$ cat config.mk
export PLATFORM = sky130hd
export DESIGN_NAME = bfiu_top
export DESIGN_NICKNAME = d
export VERILOG_FILES = /design/src/common/bfiu_pkg.sv /design/src/common/bfiu_mem_if.sv /design/src/design/bfiu_regmem.sv /design/src/design/bfiu_top.sv
export SDC_FILE = /design/constraint.sdc
export NUM_CORES = 1
export LEC_CHECK = 0
export BUFFER_PORTS_ARGS = -buffer_cell sky130_fd_sc_hd__buf_2
export CAP_MARGIN = 10
export CELL_PAD_IN_SITES_DETAIL_PLACEMENT = 1
export CELL_PAD_IN_SITES_GLOBAL_PLACEMENT = 2
export CORE_MARGIN = 5
export CORE_UTILIZATION = 29
export DETAILED_ROUTE_END_ITERATION = 12
export PLACE_DENSITY = 0.89
export REMOVE_ABC_BUFFERS = 1
export SLEW_MARGIN = 20
export SYNTH_ARGS = -nofsm -noshare
export SYNTH_HDL_FRONTEND = slang
export SYNTH_SLANG_ARGS = --single-unit
$ cat constraint.sdc
create_clock -name I_CLK -period 1.9 [get_ports I_CLK]
set_input_delay 0.095 -clock I_CLK [delete_from_list [all_inputs] [get_ports I_CLK]]
set_output_delay 0.095 -clock I_CLK [all_outputs]
set_load 0.01 [all_outputs]
$ cat src/common/bfiu_pkg.sv
`default_nettype none
package bfiu_pkg;
  // ==========================================================
  // Status flag positions
  localparam int FLG_C = 0;
  localparam int FLG_Z = 1;
  localparam int FLG_N = 2;
  localparam int FLG_V = 3;
  localparam int FLG_S = 4;
  localparam int FLG_H = 5;
  localparam int FLG_T = 6;
  localparam int FLG_I = 7;
  // ==========================================================
  // Reset values and timing counts
  localparam logic [7:0] FLAGS_RST  = 8'h00;
  localparam logic [7:0] GPR_RST    = 8'h00;
  localparam logic [7:0] IO_RST     = 8'h00;
  localparam int         EXEC_CYC   = 1;
  localparam logic [1:0] SRAM_EXTRA = 2'h1;
  // ==========================================================
  // Operation codes
  localparam logic [3:0] OP_NOP  = 4'h0;
  localparam logic [3:0] OP_RLC    = 4'h1;
  localparam logic [3:0] OP_RRC    = 4'h2;
  localparam logic [3:0] OP_SBIT   = 4'h3;
  localparam logic [3:0] OP_CBIT   = 4'h4;
  localparam logic [3:0] OP_TSTORE = 4'h5;
  localparam logic [3:0] OP_TLOAD  = 4'h6;
  localparam logic [3:0] OP_SETV   = 4'h7;
  localparam logic [3:0] OP_CLRV   = 4'h8;
  localparam logic [3:0] OP_SETH   = 4'h9;
  localparam logic [3:0] OP_CLRH   = 4'hA;
  localparam logic [3:0] OP_SETS   = 4'hB;
  localparam logic [3:0] OP_CLRS   = 4'hC;
  localparam logic [3:0] OP_MEM  = 4'hD;
  // ==========================================================
  // Execution states
  typedef enum logic [1:0] {
    ST_RUN  = 2'b01,
    ST_WAIT = 2'b10
  } bfiu_state_t;
endpackage
`default_nettype wire

$ cat src/common/bfiu_mem_if.sv
`timescale 1ns/1ps
`default_nettype none
interface bfiu_mem_if;
  logic       we;
  logic [4:0] waddr;
  logic [7:0] wdata;
  logic [4:0] raddr;
  logic [7:0] rdata;
  modport ctl (output we, output waddr, output wdata, output raddr,
               input rdata);
  modport mem (input we, input waddr, input wdata, input raddr,
               output rdata);
endinterface
`default_nettype wire

$ cat src/design/bfiu_regmem.sv
`timescale 1ns/1ps
`default_nettype none
module bfiu_regmem
  import bfiu_pkg::*;
(
  // Clock and reset
  input  wire logic I_CLK,
  input  wire logic I_RST_N,
  // Port
  bfiu_mem_if.mem   port
);
  logic [7:0] mem_q [32];
  logic [7:0] rdata_q;

  // ==========================================================
  // Storage, registered read
  always_ff @(posedge I_CLK)
  begin
    if (port.we)
    begin
      mem_q[port.waddr] <= port.wdata;
    end
  end

  always_ff @(posedge I_CLK)
  begin
    if (!I_RST_N)
    begin
      rdata_q <= GPR_RST;
    end
    else
    begin
      rdata_q <= mem_q[port.raddr];
    end
  end

  assign port.rdata = rdata_q;
endmodule
`default_nettype wire

$ cat src/design/bfiu_top.sv
`timescale 1ns/1ps
`default_nettype none
module bfiu_top
  import bfiu_pkg::*;
(
  // Clock and reset
  input  wire logic       I_CLK,
  input  wire logic       I_RST_N,
  // Instruction issue
  input  wire logic       I_VALID,
  input  wire logic [3:0] I_OP,
  input  wire logic [4:0] I_REG,
  input  wire logic [2:0] I_BIT,
  input  wire logic [4:0] I_IO_ADDR,
  input  wire logic [1:0] I_MEM_CYC,
  input  wire logic       I_MEM_SRAM,
  input  wire logic [7:0] I_IO_RDATA,
  // Register file read data and write port
  input  wire logic [7:0] I_REG_RDATA,
  output var  logic       O_REG_WE,
  output var  logic [4:0] O_REG_WADDR,
  output var  logic [7:0] O_REG_WDATA,
  // I/O write port
  output var  logic       O_IO_WE,
  output var  logic [4:0] O_IO_ADDR,
  output var  logic [7:0] O_IO_WDATA,
  // Status
  output var  logic [7:0] O_FLAGS,
  output var  logic       O_BUSY,
  output var  logic       O_DONE
);
  bfiu_state_t state_q;
  logic [7:0]  flags_q;
  logic [7:0]  res;
  logic [7:0]  src;
  logic [7:0]  io_src;
  logic [1:0]  wait_q;
  logic        take;
  logic [1:0]  mem_total;

  bfiu_mem_if shadow ();

  bfiu_regmem u_shadow (
    .I_CLK   (I_CLK),
    .I_RST_N (I_RST_N),
    .port    (shadow.mem)
  );

  // ==========================================================
  // Operands come from the core, same clock, no synchroniser
  assign src    = I_REG_RDATA;
  assign io_src = I_IO_RDATA;
  assign take   = I_VALID && (state_q == ST_RUN);
  // Only on-chip timing is modelled; external bus waits are not
  assign mem_total = I_MEM_SRAM ? I_MEM_CYC + SRAM_EXTRA : I_MEM_CYC;

  assign shadow.we    = O_REG_WE;
  assign shadow.waddr = O_REG_WADDR;
  assign shadow.wdata = O_REG_WDATA;
  assign shadow.raddr = I_REG;

  // ==========================================================
  // Result datapath
  always_comb
  begin
    res = src;
    case (I_OP)
      OP_RLC:  res = {src[6:0], flags_q[FLG_C]};
      OP_RRC:  res = {flags_q[FLG_C], src[7:1]};
      OP_SBIT:
      begin
        res = io_src;
        res[I_BIT] = 1'b1;
      end
      OP_CBIT:
      begin
        res = io_src;
        res[I_BIT] = 1'b0;
      end
      OP_TLOAD: res[I_BIT] = flags_q[FLG_T];
      default: res = src;
    endcase
  end

  // ==========================================================
  // Status flags, written at the end of the cycle
  always_ff @(posedge I_CLK)
  begin
    if (!I_RST_N)
    begin
      flags_q <= FLAGS_RST;
    end
    else if (take)
    begin
      case (I_OP)
        OP_RLC:
        begin
          flags_q[FLG_C] <= src[7];
          flags_q[FLG_Z] <= (res == 8'h00);
          flags_q[FLG_N] <= res[7];
          flags_q[FLG_V] <= res[7] ^ src[7];
          flags_q[FLG_S] <= res[7] ^ res[7] ^ src[7];
          flags_q[FLG_H] <= src[3];
        end
        OP_RRC:
        begin
          flags_q[FLG_C] <= src[0];
          flags_q[FLG_Z] <= (res == 8'h00);
          flags_q[FLG_N] <= res[7];
          flags_q[FLG_V] <= res[7] ^ src[0];
          flags_q[FLG_S] <= src[0];
        end
        OP_TSTORE: flags_q[FLG_T] <= src[I_BIT];
        OP_SETV:   flags_q[FLG_V] <= 1'b1;
        OP_CLRV:   flags_q[FLG_V] <= 1'b0;
        OP_SETH:   flags_q[FLG_H] <= 1'b1;
        OP_CLRH:   flags_q[FLG_H] <= 1'b0;
        OP_SETS:   flags_q[FLG_S] <= 1'b1;
        OP_CLRS:   flags_q[FLG_S] <= 1'b0;
        default:   flags_q <= flags_q;
      endcase
    end
  end

  // ==========================================================
  // Write ports, one cycle after issue
  always_ff @(posedge I_CLK)
  begin
    if (!I_RST_N)
    begin
      O_REG_WE    <= 1'b0;
      O_REG_WADDR <= 5'h00;
      O_REG_WDATA <= GPR_RST;
      O_IO_WE     <= 1'b0;
      O_IO_ADDR   <= 5'h00;
      O_IO_WDATA  <= IO_RST;
    end
    else
    begin
      O_REG_WE    <= take && (I_OP == OP_RLC || I_OP == OP_RRC ||
                              I_OP == OP_TLOAD);
      O_REG_WADDR <= I_REG;
      O_REG_WDATA <= res;
      O_IO_WE     <= take && (I_OP == OP_SBIT || I_OP == OP_CBIT);
      O_IO_ADDR   <= I_IO_ADDR;
      O_IO_WDATA  <= res;
    end
  end

  // ==========================================================
  // Sequencing: single-cycle ops, multi-cycle memory ops
  always_ff @(posedge I_CLK)
  begin
    if (!I_RST_N)
    begin
      state_q <= ST_RUN;
      wait_q  <= 2'h0;
      O_DONE  <= 1'b0;
      O_BUSY  <= 1'b0;
    end
    else
    begin
      O_DONE <= 1'b0;
      case (state_q)
        ST_RUN:
        begin
          if (take)
          begin
            if (I_OP == OP_MEM && mem_total > 2'(EXEC_CYC))
            begin
              wait_q  <= mem_total - 2'(EXEC_CYC) - 2'h1;
              state_q <= ST_WAIT;
              O_BUSY  <= 1'b1;
            end
            else
            begin
              O_DONE <= 1'b1;
            end
          end
        end
        ST_WAIT:
        begin
          if (wait_q == 2'h0)
          begin
            state_q <= ST_RUN;
            O_DONE  <= 1'b1;
            O_BUSY  <= 1'b0;
          end
          else
          begin
            wait_q <= wait_q - 2'h1;
          end
        end
        default:
        begin
          state_q <= ST_RUN;
          O_BUSY  <= 1'b0;
        end
      endcase
    end
  end

  // Flags output, registered one cycle behind the status flag register
  always_ff @(posedge I_CLK)
  begin
    if (!I_RST_N)
    begin
      O_FLAGS <= FLAGS_RST;
    end
    else
    begin
      O_FLAGS <= flags_q;
    end
  end
endmodule
`default_nettype wire

Word-level counts from Yosys, hierarchy flattened
Index checks and enable logic that the tools add are counted.
{"block": "classes", "addsub": 4, "n_lt_le_gt_ge": 3, "eq_ne": 19, "mux": 27, "bitwise_logic": 5, "n_reduce_logical": 22}
{"operator": "8-bit case mux with 5 select lines", "count": 1}
{"operator": "4-bit equality test (second input constant)", "count": 6}
{"operator": "4-bit by 3-bit equality test with 1-bit output (second input constant)", "count": 4}
{"operator": "2-bit 2-to-1 mux", "count": 7}
{"operator": "2-bit AND reduction", "count": 5}
{"operator": "8-bit bitwise AND", "count": 1}
{"operator": "8-bit bitwise mux", "count": 1}
{"operator": "4-bit by 2-bit equality test with 1-bit output (second input constant)", "count": 2}
{"operator": "8-bit logical NOT", "count": 1}
{"operator": "1-bit 2-to-1 mux", "count": 8}
{"operator": "8-bit NOT", "count": 1}
{"operator": "8-bit OR", "count": 1}
{"operator": "1-bit case mux with 4 select lines", "count": 2}
{"operator": "2-bit case mux with 2 select lines", "count": 2}
{"operator": "4-bit nonzero test", "count": 2}
{"operator": "2-bit inequality test (second input constant)", "count": 3}
{"operator": "3-bit case mux with 2 select lines", "count": 1}
{"operator": "2-bit by 1-bit subtractor with 2-bit output (second input constant)", "count": 3}
{"operator": "1-bit logical AND", "count": 5}
{"operator": "4-bit by 1-bit equality test with 1-bit output (second input constant)", "count": 1}
{"operator": "3-bit by 4-bit < comparator with 1-bit output (second input constant)", "count": 1}
{"operator": "1-bit case mux with 2 select lines", "count": 2}
{"operator": "4-bit AND reduction", "count": 1}
{"operator": "2-bit nonzero test", "count": 2}
{"operator": "other kinds (14)", "count": 17}
{"block": "totals", "register_bits": 40, "output_inout_bits": 38, "wordCells": 95}

Depth between registers and ports, before layout
Gate-level depths: netlist of the first run.
{"block": "logic_depth", "depth_word": 9, "depth_mapped": 8, "ltp_nobuf": 6}

Worst setup path after synthesis of the first run
OpenSTA, ideal clock, no wires.
{"block": "synth_timing", "path_type": "register to register", "start": "reg O_BUSY (netlist name)", "end": "reg flags_q[1]", "setup_ns": 0.088, "t_arrival_ns": 1.404, "required_time_ns": 1.812, "setup_slack_ns": 0.408, "path_stages_with_launch": 7, "synth_period_minus_slack_ns": 1.492, "cell_sequence": "dfxtp_1 > inv_1 > ha_1 > o2111a_1 > and3_1 > nand4_1 > o32ai_2"}
{"element": "end signal: indexed assignment", "line_no": "bfiu_top.sv:98", "text": "flags_q[FLG_C] <= src[7];"}
{"element": "end signal: indexed assignment", "line_no": "bfiu_top.sv:99", "text": "flags_q[FLG_Z] <= (res == 8'h00);"}
{"element": "end signal: indexed assignment", "line_no": "bfiu_top.sv:100", "text": "flags_q[FLG_N] <= res[7];"}
{"element": "end: declaration", "line_no": "bfiu_top.sv:33", "text": "logic [7:0] flags_q;"}

Final worst setup path of the first run
{"block": "layout_timing", "start": "reg flags_q[6]", "end": "reg flags_q[1]"}
{"block": "layout_between", "elab_chain_len": 4}
{"element": "8-bit bitwise mux", "line_no": "bfiu_top.sv:80", "text": "OP_TLOAD: res[I_BIT] = flags_q[FLG_T];"}
{"element": "8-bit case mux with 5 select lines", "line_no": "bfiu_top.sv:67", "text": "case (I_OP)"}
{"element": "8-bit logical NOT", "line_no": "bfiu_top.sv:99, bfiu_top.sv:108"}
{"element": "3-bit case mux with 2 select lines", "line_no": "bfiu_top.sv:95", "text": "case (I_OP)"}
No other way between the ends. The select of a mux whose other input is x is not followed.
A chain may end at the register's enable or synchronous reset.

==> impl_metrics.xml, run 1 <==
<?xml version="1.0" encoding="UTF-8"?>
<metrics>
  <group name="placed_design">
    <metric name="gp_routability_congestion" unit="">0.884</metric>
    <metric name="dp_hpwl" unit="um">5980</metric>
    <metric name="portBuffers" unit="">75</metric>
  </group>
  <group name="clock_network">
    <metric name="cts_root_buffer" unit="">clkbuf_8</metric>
    <metric name="clk_pin_slew_worst_paths" unit="ns">0.08</metric>
    <metric name="max_h_tree_level" unit="">2</metric>
    <metric name="tritoncts.num_buffers" unit="">5</metric>
    <metric name="worstSkewPairLatency" unit="ns">0.29</metric>
    <metric name="cts_tree" unit="">done</metric>
    <metric name="cts-root-to-sink-buffers" unit="">2</metric>
    <metric name="clock_sinks" unit="">39</metric>
  </group>
  <group name="floorplanning">
    <metric name="die_width" unit="um">101</metric>
    <metric name="rows" unit="">33</metric>
    <metric name="starting_density" unit="%">29.4</metric>
    <metric name="die_y" unit="um">101</metric>
    <metric name="core-area" unit="sq um">8090</metric>
    <metric name="io_pins" unit="">77</metric>
    <metric name="die_area" unit="sq um">10100</metric>
  </group>
  <group name="timing">
    <metric name="clock-skew-final" unit="ns">0.00687</metric>
    <metric name="final_period_minus_worst_setup_slack" unit="ns">1.77</metric>
    <metric name="report.final.slew_viol_count" unit="">0</metric>
    <metric name="slew_headroom" unit="%">47.5</metric>
    <metric name="max_clock_freq" unit="GHz">0.566</metric>
    <metric name="finalHoldViolations" unit="">0</metric>
    <metric name="setup_viol" unit="">0</metric>
    <metric name="timing.final.crit_share" unit="%">93.0</metric>
    <metric name="actual_transition_at_the_worst_max_transition_pin" unit="ns">0.776</metric>
  </group>
  <group name="worst_setup_path">
    <metric name="timing.critical_path.to_type" unit="">flip-flop</metric>
    <metric name="required" unit="ns">2.10</metric>
    <metric name="r2r_start" unit="">flags_q[6]</metric>
    <metric name="timing.rr.end" unit="">flags_q[1]</metric>
    <metric name="worstSetupStartpoint" unit="">flags_q[6]</metric>
    <metric name="critical_path.startpoint_type" unit="">flip-flop</metric>
    <metric name="worstPathMaxFanout" unit="">4</metric>
    <metric name="r2r.worst_path.cells" unit="">7</metric>
    <metric name="register_to_register_setup_slack" unit="ns">0.13</metric>
    <metric name="path_class" unit="">flip-flop to flip-flop</metric>
    <metric name="timing.critical_path.to" unit="">flags_q[1]</metric>
    <metric name="cp.arrival" unit="ns">1.97</metric>
  </group>
  <group name="global_route">
    <metric name="grt_start_max_net_pins" unit="">24</metric>
    <metric name="initial_antenna_violation_count" unit="">0</metric>
    <metric name="grt_pass1_wl" unit="um">11900</metric>
    <metric name="overflow" unit="">0</metric>
    <metric name="grtUsageTotal" unit="%">14.6</metric>
    <metric name="grt_pass1_vias" unit="">2343</metric>
  </group>
  <group name="drt">
    <metric name="drc" unit="">0</metric>
    <metric name="vias" unit="">2309</metric>
    <metric name="routed_wirelength" unit="um">7440</metric>
    <metric name="vias_per_cell" unit="">5.00</metric>
    <metric name="drt.antenna.violating_nets" unit="">0</metric>
    <metric name="drt-pass1-iter-count" unit="">4</metric>
    <metric name="drt-initial-drc-count" unit="">60</metric>
    <metric name="detailed_route_wire_length_per_cell" unit="um">16.1</metric>
  </group>
  <group name="min_path">
    <metric name="hold_class" unit="">input pin to flip-flop</metric>
  </group>
  <group name="power">
    <metric name="reported_leakage_power" unit="uW">0.00134</metric>
    <metric name="vdd.ir_drop.worst" unit="V">0.000254</metric>
    <metric name="finalPower" unit="uW">2140</metric>
    <metric name="power_per_cell_area" unit="nW/um^2">721</metric>
  </group>
  <group name="synth">
    <metric name="ys_warn_count" unit="">0</metric>
    <metric name="synth-seq-cells" unit="">39</metric>
    <metric name="post-synth-top-area-fraction" unit="%">32.8</metric>
    <metric name="synthFlopType" unit="">dfxtp_1</metric>
    <metric name="post_synth_num_cell_types" unit="">70</metric>
    <metric name="syn-instance-count" unit="">280</metric>
    <metric name="postSynth.asyncResetShare" unit="%">0</metric>
    <metric name="post-synth-top-area-cell" unit="">dfxtp_1</metric>
    <metric name="post_synth_edffs" unit="">0</metric>
    <metric name="post_synth_instance_area" unit="sq um">2380</metric>
    <metric name="post_synthesis_sequential_area_ratio" unit="%">32.8</metric>
    <metric name="netlist_top_cells_area" unit="">dfxtp_1 (33%), mux2i_1 (4.6%), and2_1 (4.5%), nor2_1 (4.3%), a21oi_1 (4.0%)</metric>
    <metric name="syn_area_per_cell" unit="sq um">8.49</metric>
  </group>
  <group name="finish">
    <metric name="layout.cells.most_common_list" unit="">buf_2 (75), dfxtp_1 (38), nor2_1 (27), buf_4 (18)</metric>
    <metric name="fin_util" unit="%">36.8</metric>
    <metric name="most_common_library_cell_in_the_layout_ignoring_fill_and_taps" unit="">buf_2</metric>
    <metric name="post_route_cells_drive_above_1_share" unit="%">34.7</metric>
    <metric name="multi_input_gate_area" unit="sq um">1380</metric>
    <metric name="final_nets" unit="">398</metric>
    <metric name="fillCellCount" unit="">1007</metric>
    <metric name="seq_area" unit="sq um">782</metric>
    <metric name="flow.area_growth_from_synthesis" unit="%">25.1</metric>
    <metric name="insertedDiodeCount" unit="">0</metric>
  </group>
  <group name="run">
    <metric name="cap_viol_max_count" unit="">0</metric>
  </group>
  <group name="outcome">
    <metric name="outcome" unit="">finished clean</metric>
  </group>
</metrics>
-- synthesized netlist by cell type, drive strengths merged, types with 4 or more instances --
cell / n
buf: 20
o21ai: 11
a21oi: 21
and2: 18
nor2: 27
clkbuf: 6
o22ai: 4
nor3b: 4
nand2: 14
dfxtp: 39
inv: 18
a31oi: 5
nor2b: 6
a22o: 4
a211oi: 7
o211ai: 4
mux2i: 11
-- power breakdown --
group / internal, uW / leakage, uW / switching, uW / total [uW]
combinational: 298 / 0.000976 / 386 / 684
sequential: 892 / 0.000321 / 31.2 / 923
clock: 251 / 0.0000477 / 285 / 536
-- per-stage QoR --
stage,hold WS (ns),worst slack [ns],area (sq um),instances,TNS (ns)
floorplan,0.157,0.241,2200,254,0
global placement,0.303,0.00440,2850,452,0
detailed placement,0.305,-0.0222,2850,452,-0.0222
CTS,0.00366,0.101,2930,460,0
global route,0.0112,-0.00783,2970,462,-0.00783
finish,0.0150,0.134,2970,462,0
-- metal layers --
metal	routed length, um	global-route usage, %	vias to the layer above
li1	-	-	1146
met1	3430	19.5	1087
met2	3420	23.9	70
met3	508	2.63	6
met4	80	4.35	0
met5	0	0	-
-- area by class of cell --
class / instances / share of cell area, %
Tap cell: 105 / 4.42
Timing Repair Buffer: 95 / 17.8
Multi-Input combinational cell: 197 / 46.3
Sequential cell: 39 / 26.3
Clock buffer: 5 / 2.31
Clock inverter: 3 / 0.505
Inverter: 18 / 2.36
-- sequential cells by signal (all words and copies together) (netlist names) --
signal	flops
O_IO_WDATA	8
O_FLAGS	7
flags_q	7
O_IO_ADDR	5
O_REG_WADDR	5
wait_q	2
O_BUSY	1
O_DONE	1
O_IO_WE	1
O_REG_WE	1
state_q	1
-- logic make-up after synthesis --
family / synth area share (%)
simple gates: 23.1
mux: 5.58
other cells: 0.158
buf+inv: 10.2
flops: 32.8
compound gates: 24.7
xor+xnor: 1.84
fa+ha+maj: 1.58
-- worst min-delay path by stage --
stage,depth (start not counted),end,slack [ns],start
6_report,2,O_IO_ADDR[1],0.01,I_IO_ADDR[1]
5_1_grt,2,O_REG_WADDR[3],0.01,I_REG[3]
4_1_cts,2,O_REG_WADDR[0],0.004,I_REG[0]
3_5_place_dp,2,O_IO_ADDR[1],0.30,I_IO_ADDR[1]
3_3_place_gp,2,O_IO_ADDR[1],0.30,I_IO_ADDR[1]
2_1_floorplan,1,state_q[0],0.16,I_RST_N
-- repair_timing --
| item | in CTS | in global routing |
|---|---|---|
| hold buffers | 0 | 2 |
| hold endpoints to repair | 0 | 2 |
| endpoints found under the setup margin | 0 | 1 |
| gates resized for setup | 0 | 8 |
| setup buffers | 0 | 0 |
-- critical path: stages (launching register included) --
cell and delay [ns]:
dfxtp_2 0.33, nor4bb_1 0.12, buf_4 0.15, o21ai_4 0.24, o21ai_2 0.08, a222oi_1 0.41, nand2_1 0.12, o32ai_2 0.24
(Power assumes the default switching activity.)
==> run 2, diff against run 1 <==
GPL_TIMING_DRIVEN = 1   (was default)
PLACE_DENSITY = default   (was 0.89)
PLACE_DENSITY_LB_ADDON = 0.1   (was default)
==> impl_metrics.xml, run 2 (synthesized netlist as in run 1, its figures left out) <==
<?xml version="1.0" encoding="UTF-8"?>
<metrics>
  <group name="worst_setup_path">
    <metric name="path_class" unit="">flip-flop to flip-flop</metric>
    <metric name="cpMaxStageDelayCell" unit="">dfxtp_2</metric>
    <metric name="max_stage_delay" unit="ns">0.35</metric>
    <metric name="crit_path_cell_trace" unit="">nor4bb_1, o21ai_2, o21ai_1, a222oi_1, buf_4, nand2_1, o32ai_2</metric>
    <metric name="cp.arrival" unit="ns">1.96</metric>
    <metric name="critical_path.startpoint_type" unit="">flip-flop</metric>
    <metric name="worstSetupStartpoint" unit="">flags_q[6]</metric>
    <metric name="r2r_start" unit="">flags_q[6]</metric>
    <metric name="required" unit="ns">2.11</metric>
    <metric name="r2r.worst_path.cells" unit="">7</metric>
    <metric name="timing.critical_path.to_type" unit="">flip-flop</metric>
    <metric name="worstPathMaxFanout" unit="">4</metric>
  </group>
  <group name="floorplanning">
    <metric name="rows" unit="">33</metric>
    <metric name="die_y" unit="um">101</metric>
    <metric name="die_area" unit="sq um">10100</metric>
    <metric name="starting_density" unit="%">29.4</metric>
    <metric name="die_width" unit="um">101</metric>
    <metric name="io_pins" unit="">77</metric>
    <metric name="core-area" unit="sq um">8090</metric>
  </group>
  <group name="global_route">
    <metric name="grtUsageTotal" unit="%">15.7</metric>
    <metric name="initial_antenna_violation_count" unit="">0</metric>
    <metric name="grt_start_max_net_pins" unit="">20</metric>
    <metric name="grt_pass1_vias" unit="">2434</metric>
    <metric name="overflow" unit="">0</metric>
    <metric name="grt_pass1_wl" unit="um">12600</metric>
  </group>
  <group name="timing">
    <metric name="final_period_minus_worst_setup_slack" unit="ns">1.76</metric>
    <metric name="actual_transition_at_the_worst_max_transition_pin" unit="ns">0.644</metric>
    <metric name="clock-skew-final" unit="ns">0.00467</metric>
    <metric name="slew_headroom" unit="%">57.0</metric>
    <metric name="timing.final.crit_share" unit="%">92.4</metric>
    <metric name="max_clock_freq" unit="GHz">0.570</metric>
    <metric name="setup-tns-final" unit="ns">0</metric>
    <metric name="finalHoldViolations" unit="">0</metric>
    <metric name="rsz0062_at_grt" unit="">no</metric>
    <metric name="setup_slack_after_layout" unit="ns">0.145</metric>
    <metric name="setup_viol" unit="">0</metric>
    <metric name="report.final.slew_viol_count" unit="">0</metric>
  </group>
  <group name="min_path">
    <metric name="timing.hold.worst_path_depth" unit="">2</metric>
    <metric name="hold_class" unit="">input pin to flip-flop</metric>
    <metric name="hold_path_startpoint" unit="">I_IO_ADDR[3]</metric>
  </group>
  <group name="clock_network">
    <metric name="cts_root_buffer" unit="">clkbuf_8</metric>
    <metric name="max_h_tree_level" unit="">2</metric>
    <metric name="cts_tree" unit="">done</metric>
    <metric name="clock_sinks" unit="">39</metric>
    <metric name="worstSkewPairLatency" unit="ns">0.29</metric>
    <metric name="cts-root-to-sink-buffers" unit="">2</metric>
    <metric name="clk_pin_slew_worst_paths" unit="ns">0.07</metric>
    <metric name="tritoncts.num_buffers" unit="">5</metric>
  </group>
  <group name="finish">
    <metric name="flow.area_growth_from_synthesis" unit="%">26.8</metric>
    <metric name="final_nets" unit="">398</metric>
    <metric name="largest_registers" unit="">O_IO_WDATA x8, O_FLAGS x7, flags_q x7</metric>
    <metric name="most_common_library_cell_in_the_layout_ignoring_fill_and_taps" unit="">buf_2</metric>
    <metric name="largest_reg_flops" unit="">8</metric>
    <metric name="insertedDiodeCount" unit="">0</metric>
    <metric name="max_flop_register" unit="">O_IO_WDATA</metric>
    <metric name="post_route_cells_drive_above_1_share" unit="%">33.1</metric>
    <metric name="layout.cells.most_common_list" unit="">buf_2 (75), dfxtp_1 (38), nor2_1 (27), a21oi_1 (19), and2_1 (17)</metric>
    <metric name="fin_util" unit="%">37.3</metric>
    <metric name="fin_cells" unit="">462</metric>
  </group>
  <group name="outcome">
    <metric name="outcome" unit="">finished clean</metric>
  </group>
  <group name="power">
    <metric name="p_comb_share" unit="%">28.5</metric>
    <metric name="p_sw" unit="uW">692</metric>
    <metric name="vdd.ir_drop.worst" unit="V">0.000301</metric>
    <metric name="power_per_cell_area" unit="nW/um^2">800</metric>
    <metric name="seq_power_share" unit="%">38.3</metric>
    <metric name="finalPower" unit="uW">2410</metric>
    <metric name="relative_contribution_of_the_clock_network_to_total_power" unit="%">33.2</metric>
    <metric name="reported_leakage_power" unit="uW">0.00136</metric>
    <metric name="power_report.internal_total" unit="uW">1720</metric>
    <metric name="switching_share" unit="%">28.7</metric>
  </group>
  <group name="drt">
    <metric name="drt.antenna.violating_nets" unit="">0</metric>
    <metric name="drt-initial-drc-count" unit="">42</metric>
    <metric name="vias_per_cell" unit="">5.00</metric>
    <metric name="detailed_route_wire_length_per_cell" unit="um">16.7</metric>
    <metric name="vias" unit="">2310</metric>
    <metric name="drt-pass1-iter-count" unit="">4</metric>
    <metric name="routed_wirelength" unit="um">7710</metric>
    <metric name="drc" unit="">0</metric>
  </group>
  <group name="placed_design">
    <metric name="dp_cells" unit="">449</metric>
    <metric name="portBuffers" unit="">75</metric>
    <metric name="placement.setup.worst_slack" unit="ns">0.0680</metric>
    <metric name="gp_routability_congestion" unit="">0.883</metric>
    <metric name="dp_hpwl" unit="um">6150</metric>
  </group>
  <group name="run">
    <metric name="cap_viol_max_count" unit="">0</metric>
  </group>
</metrics>
==> run 2: metal layers <==
metal | track usage (%) | up-vias | wire length, um | part of all wire, %
li1 | - | 1144 | - | -
met1 | 20.3 | 1091 | 3660 | 47
met2 | 26.9 | 66 | 3600 | 47
met3 | 2.21 | 9 | 329 | 4.3
met4 | 4.87 | 0 | 121 | 1.6
met5 | 0 | - | 0 | 0
==> run 2: area by class of cell <==
cell class | count | area, sq um
Fill cell | 1006 | 5080
Multi-Input combinational cell | 197 | 1350
Sequential cell | 39 | 782
Timing Repair Buffer | 95 | 546
Tap cell | 105 | 131
Clock buffer | 6 | 72.6
Inverter | 18 | 70.1
Clock inverter | 2 | 60.1
==> run 2: metrics by stage <==
| stage | area, sq um | hold WS, ns |
|---|---|---|
| after floorplan | 2200 | 0.157 |
| after global placement | 2840 | 0.300 |
| after detailed placement | 2840 | 0.306 |
| after CTS | 3000 | 0.000157 |
| after global routing | 3020 | 0.00647 |
| final | 3020 | 0.0139 |
==> run 2: worst paths after layout <==
kind                       end  slack [ns]
setup reg to reg    flags_q[1]        0.14
hold / removal    O_IO_ADDR[3]        0.01
setup / recovery    flags_q[1]        0.14
hold reg to reg     O_FLAGS[2]        0.45
==> run 2: what timing repair did <==
item                                    CTS  global route
gates resized for setup                   0             2
setup buffers                             0             2
hold buffers                              3             0
endpoints found under the setup margin    0             1
endpoints found under the hold margin     3             0
==> run 2: power groups by stage <==
stage / clock, uW / sequential (uW) / combinational, uW
2_1_floorplan: 0 / 968 / 372
3_3_place_gp: 0 / 940 / 677
3_5_place_dp: 0 / 944 / 681
4_1_cts: 835 / 925 / 688
5_1_grt: 862 / 935 / 771
6_report: 800 / 924 / 688
==> run 2: critical path, delay by kind of cell (launching register included) <==
kind / cells / cell delay [ns]
simple gates: 2 / 0.21
flops: 1 / 0.35
compound gates: 4 / 0.93
buf+inv: 1 / 0.18
